--- config.mk ---
export PLATFORM = sky130hd
export DESIGN_NAME = i2cm_engine
export DESIGN_NICKNAME = d
export VERILOG_FILES = /design/src/core/i2cm_pkg.sv /design/src/core/i2cm_engine.sv
export SDC_FILE = /design/constraint.sdc
export NUM_CORES = 1
export LEC_CHECK = 0
export ABC_CLOCK_PERIOD_IN_PS = 2500
export BUFFER_PORTS_ARGS = -buffer_cell sky130_fd_sc_hd__buf_2
export CORE_UTILIZATION = 33
export DETAILED_ROUTE_END_ITERATION = 16
export PLACE_DENSITY = 0.62
export SYNTH_ARGS = -nofsm -noshare
export SYNTH_HDL_FRONTEND = slang
export SYNTH_SLANG_ARGS = --single-unit
export TNS_END_PERCENT = 10
--- constraint.sdc ---
create_clock -name clock -period 2.5 [get_ports clock]
set_input_delay 0.125 -clock clock [delete_from_list [all_inputs] [get_ports clock]]
set_output_delay 0.125 -clock clock [all_outputs]
set_load 0.05 [all_outputs]
--- src/core/i2cm_pkg.sv ---
// Contract
// - Sixteen-bit bus clock prescale, read/write, reset to zero, sets bus clock rate.
// - Prescale low byte at the lower address, high byte at the next.
// - Eight-bit transmit byte, read/write, reset zero, sent on a write command.
// - Eight-bit receive byte, reset zero, captures the byte read from the slave.
// - Command bit 7 makes a start or repeated start, then clears itself.
// - Command bit 6 makes a stop condition, then clears itself.
// - Command bit 5 reads a byte, answering ACK or NACK per bit 3.
// - Command bit 4 sends the transmit byte, then clears itself.
// - Start, stop, read, write and acknowledge bits always read as zero.
// - Status bit 7 holds slave acknowledge: zero acknowledged, one not acknowledged.
// - Status bit 6 goes high once a start is seen on the bus.
// - Status bit 6 goes low once a stop is seen on the bus.
// - Status bit 1 reads one while the master moves a byte.
// - Status bit 1 reads zero once the byte transfer is finished.
// - Status bit 0 goes high when arbitration is lost.
// - A stop this master did not ask for counts as lost arbitration; the code flags it only while this master holds the bus after its own start.
// - Releasing data high while another master holds it low loses arbitration; the code checks this only on the eight data bits of a write command.
package i2cm_pkg;
	localparam int          ADDR_W          = 10;
	// Register indices; byte address is four times the index
	localparam logic [7:0]  IDX_PRESCALE_LO = 8'hE5;
	localparam logic [7:0]  IDX_PRESCALE_HI = 8'hE6;
	localparam logic [7:0]  IDX_TRANSMIT    = 8'hE7;
	localparam logic [7:0]  IDX_RECEIVE     = 8'hE8;
	localparam logic [7:0]  IDX_COMMAND     = 8'hE9;
	localparam logic [7:0]  IDX_STATUS      = 8'hEA;
	localparam logic [7:0]  IDX_IRQ_STATUS  = 8'hEB;
	localparam logic [7:0]  IDX_IRQ_MASK    = 8'hEC;
	// Command bits
	localparam int          CMD_START       = 7;
	localparam int          CMD_STOP        = 6;
	localparam int          CMD_READ        = 5;
	localparam int          CMD_WRITE       = 4;
	localparam int          CMD_NACK        = 3;
	localparam int          CMD_FILTER      = 0;
	// Status bits
	localparam int          STAT_NOACK      = 7;
	localparam int          STAT_BUSY       = 6;
	localparam int          STAT_TIP        = 1;
	localparam int          STAT_ARBLOST    = 0;
	// Interrupt bits
	localparam int          IRQ_DONE        = 0;
	localparam int          IRQ_ARB         = 1;
	// Reset values and counts
	localparam logic [15:0] PRESCALE_RST    = 16'h0000;
	localparam logic [7:0]  BYTE_RST        = 8'h00;
	localparam logic [2:0]  FILT_CYCLES     = 3'h7;
	localparam logic [3:0]  ACK_BIT         = 4'h8;
	localparam logic [1:0]  RESP_OKAY       = 2'h0;
	localparam logic [1:0]  RESP_SLVERR     = 2'h2;

	typedef enum logic [1:0] {
		FSM_IDLE  = 2'b00,
		FSM_START = 2'b01,
		FSM_BIT   = 2'b10,
		FSM_STOP  = 2'b11
	} i2cm_fsm_t;
endpackage

--- src/core/i2cm_engine.sv ---
`timescale 1ns/1ps
module i2cm_engine (
	input  wire logic                       clock,
	input  wire logic                       sys_rst,
	input  wire logic                       s_axi_awvalid,
	output logic                            s_axi_awready,
	input  wire logic [i2cm_pkg::ADDR_W-1:0] s_axi_awaddr,
	input  wire logic                       s_axi_wvalid,
	output logic                            s_axi_wready,
	input  wire logic [31:0]                s_axi_wdata,
	input  wire logic [3:0]                 s_axi_wstrb,
	output logic                            s_axi_bvalid,
	input  wire logic                       s_axi_bready,
	output logic [1:0]                      s_axi_bresp,
	input  wire logic                       s_axi_arvalid,
	output logic                            s_axi_arready,
	input  wire logic [i2cm_pkg::ADDR_W-1:0] s_axi_araddr,
	output logic                            s_axi_rvalid,
	input  wire logic                       s_axi_rready,
	output logic [31:0]                     s_axi_rdata,
	output logic [1:0]                      s_axi_rresp,
	input  wire logic                       scl_i,
	output logic                            scl_o,
	output logic                            scl_oe,
	input  wire logic                       sda_i,
	output logic                            sda_o,
	output logic                            sda_oe,
	output logic                            irq
);

	typedef struct packed {
		logic [1:0][2:0]     sync;
		logic [1:0]          line_f;
		logic [1:0][2:0]     fcnt;
		logic                filt_en;
		logic [15:0]         prescale;
		logic [7:0]          txd;
		logic [7:0]          rxd;
		logic                c_sta;
		logic                c_sto;
		logic                c_rd;
		logic                c_wr;
		logic                ack_sel;
		i2cm_pkg::i2cm_fsm_t st;
		logic [1:0]          phase;
		logic [15:0]         qcnt;
		logic [3:0]          bitcnt;
		logic [7:0]          shift;
		logic                scl_oe;
		logic                sda_oe;
		logic                drive_lvl;
		logic                held;
		logic                rx_ack;
		logic                busy;
		logic                al;
		logic                tip;
		logic [1:0]          ist;
		logic [1:0]          imask;
		logic                irq;
		logic                aw_ok;
		logic [7:0]          aw_idx;
		logic                w_ok;
		logic [7:0]          w_data;
		logic                w_en;
		logic                awready;
		logic                wready;
		logic                bvalid;
		logic [1:0]          bresp;
		logic                arready;
		logic                rvalid;
		logic [7:0]          rdata;
		logic [1:0]          rresp;
		logic [7:0]          r_idx;
	} i2cm_regs_t;

	localparam i2cm_regs_t REG_RST = '0;

	i2cm_regs_t q;
	i2cm_regs_t n;

	function automatic logic bit_oe(input logic wr, input logic [3:0] k,
		input logic msb, input logic nack);
		if (k < i2cm_pkg::ACK_BIT)
			return wr & ~msb;
		return ~wr & ~nack;
	endfunction

	function automatic logic idx_mapped(input logic [7:0] idx);
		return idx >= i2cm_pkg::IDX_PRESCALE_LO && idx <= i2cm_pkg::IDX_IRQ_MASK;
	endfunction

	////////////////////////////////////////////////////////////////////////////

	always_comb begin
		logic       wr_fire;
		logic [7:0] wd;
		logic [7:0] rd;
		logic       adv;
		logic       start_det;
		logic       stop_det;
		logic       arb;
		logic       fin;
		logic       s;
		wr_fire   = 1'b0;
		wd        = 8'h00;
		rd        = 8'h00;
		adv       = 1'b0;
		start_det = 1'b0;
		stop_det  = 1'b0;
		arb       = 1'b0;
		fin       = 1'b0;
		s         = 1'b0;
		n         = q;

		// Pin inputs: three flops, change accepted once second and third agree (for eight cycles with the filter on)
		for (int i = 0; i < 2; i++) begin
			n.sync[i] = {q.sync[i][1:0], (i == 0) ? scl_i : sda_i};
			if (q.sync[i][2] == q.sync[i][1] && q.sync[i][2] != q.line_f[i]) begin
				if (!q.filt_en || q.fcnt[i] == i2cm_pkg::FILT_CYCLES) begin
					n.line_f[i] = q.sync[i][2];
					n.fcnt[i]   = 3'h0;
				end else begin
					n.fcnt[i] = q.fcnt[i] + 3'h1;
				end
			end else begin
				n.fcnt[i] = 3'h0;
			end
		end

		// Start and stop seen on the bus, whoever made them
		start_det = q.line_f[0] & n.line_f[0] & q.line_f[1] & ~n.line_f[1];
		stop_det  = q.line_f[0] & n.line_f[0] & ~q.line_f[1] & n.line_f[1];
		if (start_det)
			n.busy = 1'b1;
		if (stop_det)
			n.busy = 1'b0;

		// Register write taken; clears applied before hardware sets
		if (q.aw_ok && q.w_ok && !q.bvalid) begin
			wr_fire  = q.w_en;
			wd       = q.w_data;
			n.aw_ok  = 1'b0;
			n.w_ok   = 1'b0;
			n.bvalid = 1'b1;
			n.bresp  = idx_mapped(q.aw_idx) ? i2cm_pkg::RESP_OKAY : i2cm_pkg::RESP_SLVERR;
		end
		if (wr_fire && q.aw_idx == i2cm_pkg::IDX_IRQ_STATUS)
			n.ist = q.ist & ~wd[1:0];
		if (wr_fire && q.aw_idx == i2cm_pkg::IDX_COMMAND && wd[i2cm_pkg::CMD_START])
			n.al = 1'b0;

		////////////////////////////////////////////////////////////////////////
		// Bit engine; a quarter bit lasts prescale+1 clocks
		if (q.st != i2cm_pkg::FSM_IDLE) begin
			if (q.qcnt != 16'h0000) begin
				n.qcnt = q.qcnt - 16'h0001;
			end else if (!(q.phase == 2'h1 && !q.line_f[0])) begin
				// Slave may stretch the clock low; wait for it
				adv     = 1'b1;
				n.qcnt  = q.prescale;
				n.phase = q.phase + 2'h1;
			end
		end

		unique case (q.st)
			i2cm_pkg::FSM_IDLE: begin
				n.phase = 2'h0;
				n.qcnt  = q.prescale;
				if (q.c_sta) begin
					n.st     = i2cm_pkg::FSM_START;
					n.sda_oe = 1'b0;
				end else if (q.c_wr || q.c_rd) begin
					n.st     = i2cm_pkg::FSM_BIT;
					n.bitcnt = 4'h0;
					n.shift  = q.txd;
					n.sda_oe = bit_oe(q.c_wr, 4'h0, q.txd[7], q.ack_sel);
				end else if (q.c_sto) begin
					n.st     = i2cm_pkg::FSM_STOP;
					n.sda_oe = 1'b1;
				end
			end
			i2cm_pkg::FSM_START: if (adv) begin
				unique case (q.phase)
					2'h0: n.scl_oe = 1'b0;
					2'h1: n.sda_oe = 1'b1;
					2'h2: n.scl_oe = 1'b1;
					2'h3: begin
						n.c_sta = 1'b0;
						n.held  = 1'b1;
						fin     = 1'b1;
					end
				endcase
			end
			i2cm_pkg::FSM_STOP: if (adv) begin
				unique case (q.phase)
					2'h0: n.scl_oe = 1'b0;
					2'h1: n.sda_oe = 1'b0;
					2'h2: n.held = 1'b0;
					2'h3: begin
						n.c_sto = 1'b0;
						fin     = 1'b1;
					end
				endcase
			end
			i2cm_pkg::FSM_BIT: if (adv) begin
				unique case (q.phase)
					2'h0: n.scl_oe = 1'b0;
					2'h1: begin
						s = q.line_f[1];
						if (q.bitcnt < i2cm_pkg::ACK_BIT) begin
							n.shift = {q.shift[6:0], s};
							// Released high but another master holds it low
							if (q.c_wr && q.shift[7] && !s)
								arb = 1'b1;
						end else if (q.c_wr) begin
							n.rx_ack = s;
						end
					end
					2'h2: n.scl_oe = 1'b1;
					2'h3: begin
						if (q.bitcnt == i2cm_pkg::ACK_BIT) begin
							if (q.c_rd)
								n.rxd = q.shift;
							n.c_rd   = 1'b0;
							n.c_wr   = 1'b0;
							n.sda_oe = 1'b0;
							fin      = 1'b1;
						end else begin
							n.bitcnt = q.bitcnt + 4'h1;
							n.sda_oe = bit_oe(q.c_wr, q.bitcnt + 4'h1, q.shift[7], q.ack_sel);
						end
					end
				endcase
			end
		endcase

		if (fin)
			n.st = i2cm_pkg::FSM_IDLE;

		// A stop nobody here asked for while the bus was ours
		if (stop_det && q.held && q.st != i2cm_pkg::FSM_STOP)
			arb = 1'b1;

		if (arb) begin
			n.st     = i2cm_pkg::FSM_IDLE;
			n.c_sta  = 1'b0;
			n.c_sto  = 1'b0;
			n.c_rd   = 1'b0;
			n.c_wr   = 1'b0;
			n.scl_oe = 1'b0;
			n.sda_oe = 1'b0;
			n.held   = 1'b0;
			n.al     = 1'b1;
		end

		if (fin)
			n.ist[i2cm_pkg::IRQ_DONE] = 1'b1;
		if (arb)
			n.ist[i2cm_pkg::IRQ_ARB] = 1'b1;

		////////////////////////////////////////////////////////////////////////
		// Register writes that set after the engine, so a new command wins
		if (wr_fire) begin
			unique case (q.aw_idx)
				i2cm_pkg::IDX_PRESCALE_LO: n.prescale[7:0]  = wd;
				i2cm_pkg::IDX_PRESCALE_HI: n.prescale[15:8] = wd;
				i2cm_pkg::IDX_TRANSMIT:    n.txd            = wd;
				i2cm_pkg::IDX_RECEIVE:     n.rxd            = wd;
				i2cm_pkg::IDX_COMMAND: begin
					n.c_sta   = n.c_sta | wd[i2cm_pkg::CMD_START];
					n.c_sto   = n.c_sto | wd[i2cm_pkg::CMD_STOP];
					n.c_rd    = n.c_rd | wd[i2cm_pkg::CMD_READ];
					n.c_wr    = n.c_wr | wd[i2cm_pkg::CMD_WRITE];
					n.ack_sel = wd[i2cm_pkg::CMD_NACK];
					n.filt_en = wd[i2cm_pkg::CMD_FILTER];
				end
				i2cm_pkg::IDX_IRQ_MASK:    n.imask          = wd[1:0];
				default: ;
			endcase
		end

		// Busy while anything is pending or moving
		n.tip = n.c_sta | n.c_sto | n.c_rd | n.c_wr | (n.st != i2cm_pkg::FSM_IDLE);
		n.irq = |(n.ist & n.imask);
		n.drive_lvl = 1'b0;

		////////////////////////////////////////////////////////////////////////
		// AXI4-Lite handshakes
		if (s_axi_awvalid && q.awready) begin
			n.aw_ok  = 1'b1;
			n.aw_idx = s_axi_awaddr[i2cm_pkg::ADDR_W-1:2];
		end
		if (s_axi_wvalid && q.wready) begin
			n.w_ok   = 1'b1;
			n.w_data = s_axi_wdata[7:0];
			n.w_en   = s_axi_wstrb[0];
		end
		if (q.bvalid && s_axi_bready)
			n.bvalid = 1'b0;
		n.awready = ~n.aw_ok & ~n.bvalid;
		n.wready  = ~n.w_ok & ~n.bvalid;

		unique case (s_axi_araddr[i2cm_pkg::ADDR_W-1:2])
			i2cm_pkg::IDX_PRESCALE_LO: rd = q.prescale[7:0];
			i2cm_pkg::IDX_PRESCALE_HI: rd = q.prescale[15:8];
			i2cm_pkg::IDX_TRANSMIT:    rd = q.txd;
			i2cm_pkg::IDX_RECEIVE:     rd = q.rxd;
			// Command strobes never read back
			i2cm_pkg::IDX_COMMAND:     rd = {7'h00, q.filt_en};
			i2cm_pkg::IDX_STATUS:      rd = {q.rx_ack, q.busy, 4'h0, q.tip, q.al};
			i2cm_pkg::IDX_IRQ_STATUS:  rd = {6'h00, q.ist};
			i2cm_pkg::IDX_IRQ_MASK:    rd = {6'h00, q.imask};
			default:                   rd = 8'h00;
		endcase
		if (s_axi_arvalid && q.arready) begin
			n.rvalid = 1'b1;
			n.rdata  = rd;
			n.r_idx  = s_axi_araddr[i2cm_pkg::ADDR_W-1:2];
			n.rresp  = idx_mapped(n.r_idx) ? i2cm_pkg::RESP_OKAY : i2cm_pkg::RESP_SLVERR;
		end else if (q.rvalid && s_axi_rready) begin
			n.rvalid = 1'b0;
		end
		n.arready = ~n.rvalid;
	end

	always_ff @(posedge clock) begin
		if (sys_rst)
			q <= REG_RST;
		else
			q <= n;
	end

	////////////////////////////////////////////////////////////////////////////

	assign s_axi_awready = q.awready;
	assign s_axi_wready  = q.wready;
	assign s_axi_bvalid  = q.bvalid;
	assign s_axi_bresp   = q.bresp;
	assign s_axi_arready = q.arready;
	assign s_axi_rvalid  = q.rvalid;
	assign s_axi_rdata   = {24'h000000, q.rdata};
	assign s_axi_rresp   = q.rresp;
	assign scl_o         = q.drive_lvl;
	assign sda_o         = q.drive_lvl;
	assign scl_oe        = q.scl_oe;
	assign sda_oe        = q.sda_oe;
	assign irq           = q.irq;
endmodule

==> impl_results.md <==
* Share of cells above drive strength 1 at 16.6%
* Clk sinks at 130
* Achievable clock frequency at 422 MHz
* Clk Latency, worst-skew pair at 0.42 ns
* Die Area at 20500 um2
* Area Overhead vs Synth at 19.8%
* Mapped Area at 6590 um2
* Worst Skew at 0.00538 ns
* Routed Antenna Nets at 0
* Largest net degree at the start of global routing at 58
* EDFF count, synth at 0
* Simple-gate share of the synthesized area at 23.3%
* HPWL after detailed placement at 11800 um
* Most used flip-flop cell after synthesis: dfxtp_1
* Slew margin rel. at 57.1%
* Xor and xnor area share after synthesis at 1.60%
* Final global-route overflow total at 0
* GRT Total Usage at 17.1%
* Residual DRC at 0
* Setup Crit Path Kind: flop to flop
* Final WL at 16600 um
* Starting Density at 33.7%
* TritonCTS clock tree: done
* Period utilisation layout at 94.8%
* Die Ht at 143 um
* Via density at 5.07
* FFs w/ async S/R, synth at 0%
* Core Box Area at 19500 um2
* Placed cell count at 1049
* Slew Limit Fails at 0
* CTS buffer count at 17
* Status: finished, final reports clean
* Cell leakage power at 3.06 nW
* Compound-gate portion of the synthesized area at 16.4%
* Max clock buf depth at 2
* GRT Max-Usage Layer: met2
* Adder-cell area share of the yosys netlist at 2.28%
* Num ports at 111
* Number of synthesized register bits at 130
* Min cycle time layout at 2.37 ns
* FP Rows at 51
* GR Util met3 at 3.42%
* Max cap viols at 0
* HP Class: primary input to flop
* ANT cells at 0
* Setup Total Neg Slack at 0 ns
* Arr. time, crit path at 2.69 ns
* GPL Wtd Cong at 0.844
* Finished Layout Cells at 1102
* Yosys warns at 0
* Clock-pin slew on the worst setup and hold paths at 0.05 ns
* Grt met1 use at 23.5%
* Pwr Density at 650 nW/um2
* DRT Pass-1 Iters at 4
* Startpoint types: flop
* Max FO, Critical Path at 8
* Antenna violations before repair at 0
* Worst-Margin Slew at 0.643 ns
* IO Port Bufs at 51
* Htree depth at 4
* Register area share after synthesis at 39.5%
* Postcts setup bufs at 0
* Via count at 5588
* Clock root buffer: clkbuf_16
* Unrepaired setup endpoints after global routing: no
* GRT met2 Usage at 27.2%
* Synth cell types at 72
* Peak supply drop at 0.000637 V
* Starting DRT DRC Count at 459
* Multiplexer share of the synthesized area at 9.37%
* Syn Inst Count at 755
* Setup-failing EPs final at 0
* First-pass GRT wire length at 27300 um
* Fin. Hold Viols at 0
* Vias in the first global route at 5275
* Largest family of logic cells by synthesized area: simple AND/OR/NAND/NOR gates
* Post-Syn Area per Cell at 8.72 um2
* Wirelength per Cell at 15.0 um
* Nets at 901
* DIE WIDTH at 143 um
* Required @ worst endpoint at 2.82 ns
* Crit. End Element: flop
-- worst paths after layout --
path                                    start              to  slack (ns)  depth (start not counted)
worst max-delay path                    q[70]           q[95]        0.13                          8
worst min-delay path            s_axi_arvalid  s_axi_rresp[1]       0.007                          3
worst max register to register          q[70]           q[95]        0.13                          8
worst min register to register         q[127]          q[127]        0.43                          1
-- metal layers --
layer  vias up  wire (um)
li1       2774          -
met1      2674       8060
met2       122       7770
met3        18        622
met4         0        133
met5         -          0
-- per-stage QoR --
stage               worst slack (ns)  instance area, um2  utilization (%)  hold slack, ns  power [W]
floorplan                      0.292                6690                -           0.253    0.00241
global placement               0.166                7030             36.0           0.336    0.00244
detailed placement             0.141                7030             36.0           0.343    0.00244
CTS                            0.101                7890             40.4         0.00106    0.00517
global route                  0.0184                7890             40.4          0.0216    0.00529
finish                         0.129                7890             40.4         0.00722    0.00513
-- sequential cells by signal (all words and copies together), names as in the netlist --
name and cells:
s_axi_rvalid 1, s_axi_awready 1, s_axi_bvalid 1, q 108, s_axi_bresp 1, s_axi_arready 1
irq 1, s_axi_rresp 1, s_axi_wready 1, n 4, sda_oe 1, scl_oe 1
s_axi_rdata 8
-- Yosys cell counts (8+ instances only) --
library cell / number / share of area [%]
a211oi_1: 27 / 3.1
ha_1: 12 / 2.3
clkbuf_1: 27 / 1.5
a22oi_1: 15 / 1.7
inv_1: 15 / 0.85
nand3_1: 8 / 0.61
buf_4: 38 / 4.3
nand2_1: 69 / 3.9
a21oi_1: 44 / 3.3
nor3_1: 17 / 1.3
mux2_2: 11 / 1.9
nor2_1: 91 / 5.2
nor4_1: 9 / 0.85
mux2i_1: 47 / 7.1
dfxtp_1: 130 / 40
and3_1: 9 / 0.85
o21ai_0: 23 / 1.7
nor2b_1: 16 / 1.5
and2_1: 19 / 1.8
-- cell usage in the layout (no fill, tap or decap), drive strengths merged, types with 6 or more instances in the layout --
master       Yosys  layout
inv             15      15
ha              12      12
xnor2            6       6
and3             9       9
nor2            93      93
nand2b           6       6
buf             47      76
a31oi            6       6
xor2             6       6
nand2           69      69
and2            19      19
dfxtp          130     130
a21oi           44      44
mux2i           47      47
nor4            11      11
conb             1      28
dlygate4sd3      0      21
a22oi           15      15
nor2b           16      16
mux2            11      11
nand4            7       7
nand3            9       9
o21ai           24      24
nor3            17      17
clkbuf          27      24
a211oi          29      29
-- critical path, stage by stage (launching register included) --
cell and delay, ns:
dfxtp_1 0.34, inv_1 0.08, ha_1 0.16, or4b_4 0.50, nor4_4 0.26, buf_4 0.21
nand4_4 0.24, mux2i_1 0.21, a211oi_1 0.27
-- layout make-up --
class | instances | area (um2)
clock buffer | 24 | 502
timing repair buffer | 97 | 656
inverter | 15 | 56.3
sequential | 130 | 2600
clock inverter | 8 | 148
tap | 265 | 332
multi-input combinational | 563 | 3600
fill | 1955 | 11600
-- power by group --
part / total (W) / internal (W) / switching [W]
Clock: 0.00271 / 0.00180 / 0.000909
Sequential: 0.00213 / 0.00210 / 0.0000285
Combinational: 0.000296 / 0.0000798 / 0.000216
Total: 0.00513 / 0.00398 / 0.00115
-- timing repair --
item | 4_1_cts | 5_1_grt
endpoints found under the setup margin | 0 | 2
hold buffers | 21 | 0
resized for setup | 0 | 1
hold endpoints to repair | 21 | 0
-- cells by family (layout without fill, tap and decap cells) --
group	count (synthesis)	count (layout)
AOI/OAI and AO/OA	158	158
xor gates and xnor gates	12	12
adders and majority gates	12	12
buffers and inverters	89	144
DFF	130	130
muxes	59	59
other	1	28
and+or+nand+nor	294	294
Note: power is estimated with default switching activity, not from simulation.
